[src/core/sgc_consts.svh]
// Register offsets, field positions and reset values of the global control bank
`ifndef SGC_CONSTS_SVH
`define SGC_CONSTS_SVH

// Byte addresses; multi-byte registers are big-endian, MSB at the base address
`define SGC_ADDR_PWR_CTL 16'h0006
`define SGC_ADDR_VARIANT 16'h000F
`define SGC_ADDR_GSTAT 16'h0010
`define SGC_ADDR_GMASK 16'h0014
`define SGC_ADDR_PSTAT 16'h0018
`define SGC_ADDR_PMASK 16'h001C
`define SGC_ADDR_SIO_CTL 16'h0100

// Field positions
`define SGC_PWR_EN_BIT 1
`define SGC_PWR_POL_BIT 0
`define SGC_GLB_LOOKUP_BIT 31
`define SGC_GLB_GPIO_BIT 30
`define SGC_SIO_PRE_BIT 2
`define SGC_SIO_AUTO_BIT 1
`define SGC_SIO_EDGE_BIT 0

// Reset values
`define SGC_PWR_CTL_RST 8'h00
`define SGC_SIO_CTL_RST 8'h42
`define SGC_GMASK_RST 2'h0
`define SGC_PMASK_RST 3'h0
`define SGC_RDATA_RST 8'h00

// Number of switch ports summarised
`define SGC_NUM_PORTS 3

`endif

[src/core/sgc_pkg.sv]
// State types of the global control and interrupt register bank
package sgc_pkg;

	// Register-bank state of the top module
	typedef struct packed {
		logic [7:0] pwr_ctl;
		logic [7:0] sio_ctl;
		logic [1:0] gmask;
		logic [2:0] pmask;
		logic [7:0] rdata;
		logic rvalid;
		logic pwr_pin_o;
		logic pwr_pin_oe;
	} sgc_top_state_t;

	// Interrupt aggregation state
	typedef struct packed {
		logic [1:0] gstat;
		logic [2:0] pstat;
		logic irq_b;
	} sgc_irq_state_t;

	// Serial I/O option state
	typedef struct packed {
		logic preamble_opt;
		logic sdo_rising;
	} sgc_sio_state_t;

endpackage

[src/core/sgc_irq_if.sv]
// Masks, summary status and interrupt line between register bank and aggregator
`timescale 1ns/1ns
interface sgc_irq_if;
	logic [1:0] gmask;
	logic [2:0] pmask;
	logic [1:0] gstat;
	logic [2:0] pstat;
	logic irq_b;

	modport regs (output gmask, output pmask, input gstat, input pstat, input irq_b);
	modport agg (input gmask, input pmask, output gstat, output pstat, output irq_b);
endinterface

[src/core/sgc_irq_agg.sv]
// Two-level interrupt aggregation: global and port summary status behind masks
`timescale 1ns/1ns
module sgc_irq_agg
	import sgc_pkg::*;
#(
	parameter int NUM_PORTS = 3
) (
	input wire logic i_core_clk,
	input wire logic i_rst_b,
	input wire logic i_lookup_irq,
	input wire logic i_gpio_irq,
	input wire logic [2:0] i_port_irq,
	sgc_irq_if.agg irq
);
`include "sgc_consts.svh"

	// The register holds a fixed three-bit port field
	generate
		if (NUM_PORTS != `SGC_NUM_PORTS) begin : g_bad_ports
			$error("sgc_irq_agg: NUM_PORTS must match the port summary field");
		end
	endgenerate

	sgc_irq_state_t st_ff;
	sgc_irq_state_t nxt_st;

	// Status tracks the source levels; no latching, the sources hold the cause
	always_comb begin
		nxt_st = st_ff;
		nxt_st.gstat = {i_lookup_irq, i_gpio_irq};
		nxt_st.pstat = i_port_irq;
		// Mask bit set suppresses; either level can raise the line
		nxt_st.irq_b = ~(|(st_ff.gstat & ~irq.gmask) | |(st_ff.pstat & ~irq.pmask));
	end

	always_ff @(posedge i_core_clk or negedge i_rst_b) begin
		if (!i_rst_b) begin
			st_ff <= '{gstat: 2'h0, pstat: 3'h0, irq_b: 1'b1};
		end else begin
			st_ff <= nxt_st;
		end
	end

	assign irq.gstat = st_ff.gstat;
	assign irq.pstat = st_ff.pstat;
	assign irq.irq_b = st_ff.irq_b;
endmodule

[src/core/sgc_sio_opt.sv]
// Serial I/O options: preamble suppression and data-out launch edge
`timescale 1ns/1ns
module sgc_sio_opt
	import sgc_pkg::*;
(
	input wire logic i_core_clk,
	input wire logic i_rst_b,
	input wire logic [7:0] i_sio_ctl,
	input wire logic i_sclk_fast,
	output logic o_preamble_opt,
	output logic o_sdo_rising
);
`include "sgc_consts.svh"

	sgc_sio_state_t st_ff;
	sgc_sio_state_t nxt_st;

	// Preamble option goes only to the MIIM slave; SPI and I2C never see it
	always_comb begin
		nxt_st = st_ff;
		nxt_st.preamble_opt = i_sio_ctl[`SGC_SIO_PRE_BIT];
		if (i_sio_ctl[`SGC_SIO_AUTO_BIT]) begin
			nxt_st.sdo_rising = i_sclk_fast;
		end else begin
			nxt_st.sdo_rising = i_sio_ctl[`SGC_SIO_EDGE_BIT];
		end
	end

	always_ff @(posedge i_core_clk or negedge i_rst_b) begin
		if (!i_rst_b) begin
			st_ff <= '{preamble_opt: 1'b0, sdo_rising: 1'b0};
		end else begin
			st_ff <= nxt_st;
		end
	end

	assign o_preamble_opt = st_ff.preamble_opt;
	assign o_sdo_rising = st_ff.sdo_rising;
endmodule

[src/core/sgc_regs.sv]
// Global control and interrupt register bank of a three-port switch
`timescale 1ns/1ns
module sgc_regs
	import sgc_pkg::*;
#(
	parameter int NUM_PORTS = 3,
	parameter logic [7:0] VARIANT_CODE = 8'hA5 // Arbitrary value
) (
	input wire logic i_core_clk,
	input wire logic i_rst_b,
	input wire logic i_reg_wr,
	input wire logic i_reg_rd,
	input wire logic i_acc_miim,
	input wire logic [15:0] i_reg_addr,
	input wire logic [7:0] i_reg_wdata,
	input wire logic i_power_event,
	input wire logic i_lookup_irq,
	input wire logic i_gpio_irq,
	input wire logic [2:0] i_port_irq,
	input wire logic i_sclk_fast,
	output logic [7:0] o_reg_rdata,
	output logic o_reg_rvalid,
	output logic o_power_event_pin_o,
	output logic o_power_event_pin_oe,
	output logic o_irq_b,
	output logic o_preamble_opt,
	output logic o_sdo_rising
);
`include "sgc_consts.svh"

	sgc_top_state_t st_ff;
	sgc_top_state_t nxt_st;
	sgc_irq_if irq_bus ();
	logic wr_ok;
	logic rd_ok;
	logic [31:0] gstat_word;
	logic [31:0] gmask_word;
	logic [31:0] pstat_word;
	logic [31:0] pmask_word;
	logic [7:0] rd_byte;

	// Pick one byte of a 32-bit register, lowest address holding the MSB
	function automatic logic [7:0] sel_byte(input logic [31:0] word, input logic [1:0] lane);
		logic [7:0] res;
		res = 8'h00;
		case (lane)
			2'h0: res = word[31:24];
			2'h1: res = word[23:16];
			2'h2: res = word[15:8];
			2'h3: res = word[7:0];
			default: res = 8'h00;
		endcase
		return res;
	endfunction

	// Interrupt aggregation
	sgc_irq_agg #(
		.NUM_PORTS(NUM_PORTS)
	) u_irq_agg (
		.i_core_clk(i_core_clk),
		.i_rst_b(i_rst_b),
		.i_lookup_irq(i_lookup_irq),
		.i_gpio_irq(i_gpio_irq),
		.i_port_irq(i_port_irq),
		.irq(irq_bus.agg)
	);

	// Serial I/O options
	sgc_sio_opt u_sio_opt (
		.i_core_clk(i_core_clk),
		.i_rst_b(i_rst_b),
		.i_sio_ctl(st_ff.sio_ctl),
		.i_sclk_fast(i_sclk_fast),
		.o_preamble_opt(o_preamble_opt),
		.o_sdo_rising(o_sdo_rising)
	);

	assign irq_bus.gmask = st_ff.gmask;
	assign irq_bus.pmask = st_ff.pmask;

	// MIIM accesses reach PHY registers only, so they are dropped here
	assign wr_ok = i_reg_wr && !i_acc_miim;
	assign rd_ok = i_reg_rd && !i_acc_miim;

	// Reserved bits of the 32-bit registers read as zero
	assign gstat_word = {irq_bus.gstat, 30'h0};
	assign gmask_word = {st_ff.gmask, 30'h0};
	assign pstat_word = {29'h0, irq_bus.pstat};
	assign pmask_word = {29'h0, st_ff.pmask};

	// Read decode; one byte per access, unmapped addresses read zero
	always_comb begin
		rd_byte = 8'h00;
		if (i_reg_addr == `SGC_ADDR_PWR_CTL) begin
			rd_byte = st_ff.pwr_ctl;
		end else if (i_reg_addr == `SGC_ADDR_VARIANT) begin
			rd_byte = VARIANT_CODE;
		end else if (i_reg_addr == `SGC_ADDR_SIO_CTL) begin
			rd_byte = st_ff.sio_ctl;
		end else if ((i_reg_addr & 16'hFFFC) == `SGC_ADDR_GSTAT) begin
			// Masking the lane bits lets all four byte addresses of the register match its base
			rd_byte = sel_byte(gstat_word, i_reg_addr[1:0]);
		end else if ((i_reg_addr & 16'hFFFC) == `SGC_ADDR_GMASK) begin
			rd_byte = sel_byte(gmask_word, i_reg_addr[1:0]);
		end else if ((i_reg_addr & 16'hFFFC) == `SGC_ADDR_PSTAT) begin
			rd_byte = sel_byte(pstat_word, i_reg_addr[1:0]);
		end else if ((i_reg_addr & 16'hFFFC) == `SGC_ADDR_PMASK) begin
			rd_byte = sel_byte(pmask_word, i_reg_addr[1:0]);
		end
	end

	// Next state: byte writes, read capture and the power-event pin
	always_comb begin
		nxt_st = st_ff;
		nxt_st.rvalid = 1'b0;
		if (wr_ok) begin
			// Only the byte holding writable bits takes a write; others are ignored
			case (i_reg_addr)
				`SGC_ADDR_PWR_CTL: begin
					nxt_st.pwr_ctl = {6'h00, i_reg_wdata[1:0]};
				end
				`SGC_ADDR_GMASK: begin
					nxt_st.gmask = i_reg_wdata[7:6];
				end
				`SGC_ADDR_PMASK + 16'h0003: begin
					nxt_st.pmask = i_reg_wdata[2:0];
				end
				`SGC_ADDR_SIO_CTL: begin
					// Upper reserved field is writable and kept
					nxt_st.sio_ctl = i_reg_wdata;
				end
				default: begin
				end
			endcase
		end
		if (rd_ok) begin
			nxt_st.rvalid = 1'b1;
			nxt_st.rdata = rd_byte;
		end
		// Pin level is inverted for active-low; enable only drives the pad
		nxt_st.pwr_pin_oe = st_ff.pwr_ctl[`SGC_PWR_EN_BIT];
		if (st_ff.pwr_ctl[`SGC_PWR_POL_BIT]) begin
			nxt_st.pwr_pin_o = i_power_event;
		end else begin
			nxt_st.pwr_pin_o = ~i_power_event;
		end
	end

	// State register
	always_ff @(posedge i_core_clk or negedge i_rst_b) begin
		if (!i_rst_b) begin
			st_ff <= '{pwr_ctl: `SGC_PWR_CTL_RST, sio_ctl: `SGC_SIO_CTL_RST,
				gmask: `SGC_GMASK_RST, pmask: `SGC_PMASK_RST, rdata: `SGC_RDATA_RST,
				rvalid: 1'b0, pwr_pin_o: 1'b1, pwr_pin_oe: 1'b0};
		end else begin
			st_ff <= nxt_st;
		end
	end

	assign o_reg_rdata = st_ff.rdata;
	assign o_reg_rvalid = st_ff.rvalid;
	assign o_power_event_pin_o = st_ff.pwr_pin_o;
	assign o_power_event_pin_oe = st_ff.pwr_pin_oe;
	assign o_irq_b = irq_bus.irq_b;
endmodule

[config.mk]
export PLATFORM = sky130hd
export DESIGN_NAME = sgc_regs
export DESIGN_NICKNAME = d
export VERILOG_FILES = /design/src/core/sgc_pkg.sv /design/src/core/sgc_irq_if.sv /design/src/core/sgc_irq_agg.sv /design/src/core/sgc_sio_opt.sv /design/src/core/sgc_regs.sv
export VERILOG_INCLUDE_DIRS = /design/src /design/src/core
export SDC_FILE = /design/constraint.sdc
export NUM_CORES = 1
export LEC_CHECK = 0
export BUFFER_PORTS_ARGS = -buffer_cell sky130_fd_sc_hd__buf_2
export CAP_MARGIN = 30
export CELL_PAD_IN_SITES_DETAIL_PLACEMENT = 1
export CELL_PAD_IN_SITES_GLOBAL_PLACEMENT = 1
export CORE_MARGIN = 5
export CORE_UTILIZATION = 39
export DETAILED_ROUTE_END_ITERATION = 7
export GPL_TIMING_DRIVEN = 0
export PLACE_DENSITY = 0.77
export SETUP_SLACK_MARGIN = 0.15
export SYNTH_ARGS = -nofsm -noshare
export SYNTH_HDL_FRONTEND = slang
export SYNTH_SLANG_ARGS = --single-unit
[constraint.sdc]
create_clock -name i_core_clk -period 1.5 [get_ports i_core_clk]
set_clock_uncertainty 0.05 [all_clocks]
set_input_delay 0.3 -clock i_core_clk [delete_from_list [all_inputs] [get_ports i_core_clk]]
set_output_delay 0.3 -clock i_core_clk [all_outputs]
set_load 0.02 [all_outputs]
==> results.cfg <==
[logic_synthesis]
yosys.area.top_type = dfrtp_1
syn_area_mm2 = 0.00163
ys_types = 42
synthCells = 134
synth-edff-count = 0
synth_seq_cells = 34
synth_top_area_frac = 0.460
synth_commonest_cells = dfrtp_1 (30), mux2_2 (14), buf_4 (9)
async_flop_share = 1.00
yosysSeqAreaShare = 0.524
yosys_warnings = 0
syn_area_per_cell_um2 = 12.2
syn-num-nets = 170
netlist_top_cells_area = dfrtp_1 (46%), mux2_2 (9.7%), dfstp_2 (6.4%)
yosys.cell_count.top_type = dfrtp_1
ys.flop_type = dfrtp_1

[run_status]
status = finished with violations
failed_checks = negative setup slack

[floorplan]
initial_core_util = 0.405
die-height_um = 74.7
core_mm2 = 0.00403
ioPinCount = 50
die_area_mm2 = 0.00558
row_count = 23
die_width_um = 74.7

[job]
drv_cap = 0

[sta]
tightest_slew_ps = 725
fin_crit_ps = 1930
drv_slew = 0
timing.final.crit_share = 1.29
setup_viol = 22
finalHoldViolations = 0
slew_headroom = 0.516
rsz0062_at_grt = true
fmax_mhz = 518
finalWorstSetupSlack_ps = -429

[min_path]
worstHoldPathType = in -> async

[critical_path]
path_class = in -> reg
crit_fanout = 5
worstPathArrival_ps = 2050
setup.worst_path.start = i_reg_addr[11]
cp_data_required_time_ps = 1620
cp-end-kind = flip-flop
regToRegStartpoint = irq_bus.pmask[1]
startpoint_type = primary input

[finish]
fill_cells = 444
final_nets = 232
drive_above_1_share = 0.563
fin_util = 0.562
design_area_mm2 = 0.00226
diodes = 0
layout-area-overhead-vs-synth_pct = 38.7

[cts]
clkLatencyLatePin_ps = 280
clk_pin_slew_ps = 70
tritoncts = built
cts_max_path_buffers = 2
cts_sinks = 34
htree_levels = 2
cts_made_buffers = 5
cts-root-buf = clkbuf_8

[place]
placement.io_buffers = 49
dp_hpwl_mm = 3.10
placed_area_mm2 = 0.00199
gp_congestion = 0.822

[routing]
wl_mm = 4.49
wl_per_cell_um = 18.2
drtAntennaViolNets = 0
routed_via_density = 5.24
drt_first_iter_violations = 69
drc = 0
drtPass1Iterations = 4
vias = 1294

[global_routing]
grt_pass1_vias = 1490
grt_first_pass_wirelength_mm = 7.18
track_usage = 0.171
gr-total-overflow = 0
antenna_found_initial = 0
grt_max_degree = 35

[pwr]
power_density_mw_per_mm2 = 809
p_leak_nw = 1.10
ir_worst_vdd_mv = 0.543
==> power by group <==
group	internal, W	leakage (nW)	switching (W)
logic	0.000114	0.612	0.000133
registers	0.000941	0.440	0.00000985
clock network	0.000321	0.0450	0.000315
total	0.00138	1.10	0.000457
==> through the flow <==
stage | cells | hold slack, ps | total power, W | worst slack, ps | TNS (ps)
final | 247 | 22.4 | 0.00183 | -429 | -7150
after global routing | 247 | 59.8 | 0.00192 | -460 | -7720
after CTS | 245 | 41.0 | 0.00184 | -401 | -6790
after detailed placement | 233 | 342 | 0.00118 | -946 | -18000
after global placement | 233 | 336 | 0.00117 | -890 | -17100
after floorplan | 134 | -45.6 | 0.00107 | -629 | -10650
==> worst max-delay path, stage by stage <==
cell and delay [ps]:
buf_6 90, or4_4 580, or4_4 470, nor4_4 240, mux2_1 360
==> per-layer routing <==
| metal | global-route usage | vias to the layer above | wire length (um) |
|---|---|---|---|
| met5 | 0 | - | 0 |
| met4 | 0.0395 | 0 | 40 |
| met3 | 0.0427 | 6 | 192 |
| met2 | 0.311 | 31 | 2490 |
| met1 | 0.202 | 648 | 1770 |
| li1 | - | 609 | - |
==> cells by family after synthesis <==
kind of cell / synth area share
and+or+nand+nor: 0.185
DFF: 0.524
AOI/OAI and AO/OA: 0.0927
muxes: 0.130
buffers and inverters: 0.0575
xor gates and xnor gates: 0.0107
==> layout make-up <==
class,instances,area (um2),share of cell area
buffer,10,75.1,0.0331
tap,50,62.6,0.0276
clock inverter,2,10.0,0.00442
clock buffer,6,72.6,0.0320
inverter,6,22.5,0.00994
timing repair buffer,55,342,0.151
multi-input combinational,84,825,0.364
sequential,34,856,0.378
==> final timing paths <==
check	cells past startpoint	to	slack [ps]
setup / recovery	5	st_ff[24]	-430
hold / removal	1	u_sio_opt.o_preamble_opt	20
setup reg to reg	4	o_reg_rdata[1]	310
hold reg to reg	0	o_power_event_pin_oe	390
max in group asynchronous	1	st_ff[16]	920
min in group i_core_clk	1	u_irq_agg.irq.gstat[1]	70
==> registers in the layout (all words and copies together) (netlist names), 2 cells and up <==
register and count:
irq_bus.gmask 2, irq_bus.pmask 3, st_ff 9, u_irq_agg.irq.gstat 2, o_reg_rdata 8, u_irq_agg.irq.pstat 3
==> cell usage in the layout, fill, tap and decap left out, types with 3 or more instances in the layout <==
cell	n
nor2b_1	3
dfstp_2	4
a32oi_1	3
buf_4	13
nor2_1	6
mux2_2	3
buf_6	8
clkbuf_8	5
mux2_4	12
dfrtp_1	30
nand2b_1	5
buf_2	42
nor4_4	3
a32o_1	3
inv_1	5
or4_4	4
nand2_1	7
==> repair_timing <==
action	CTS	global route
endpoints found under the setup margin	23	23
hold buffers	0	0
buffers inserted	4	2
resized for setup	20	11
pin swaps	10	7
Power figures use the tool's default switching activity.
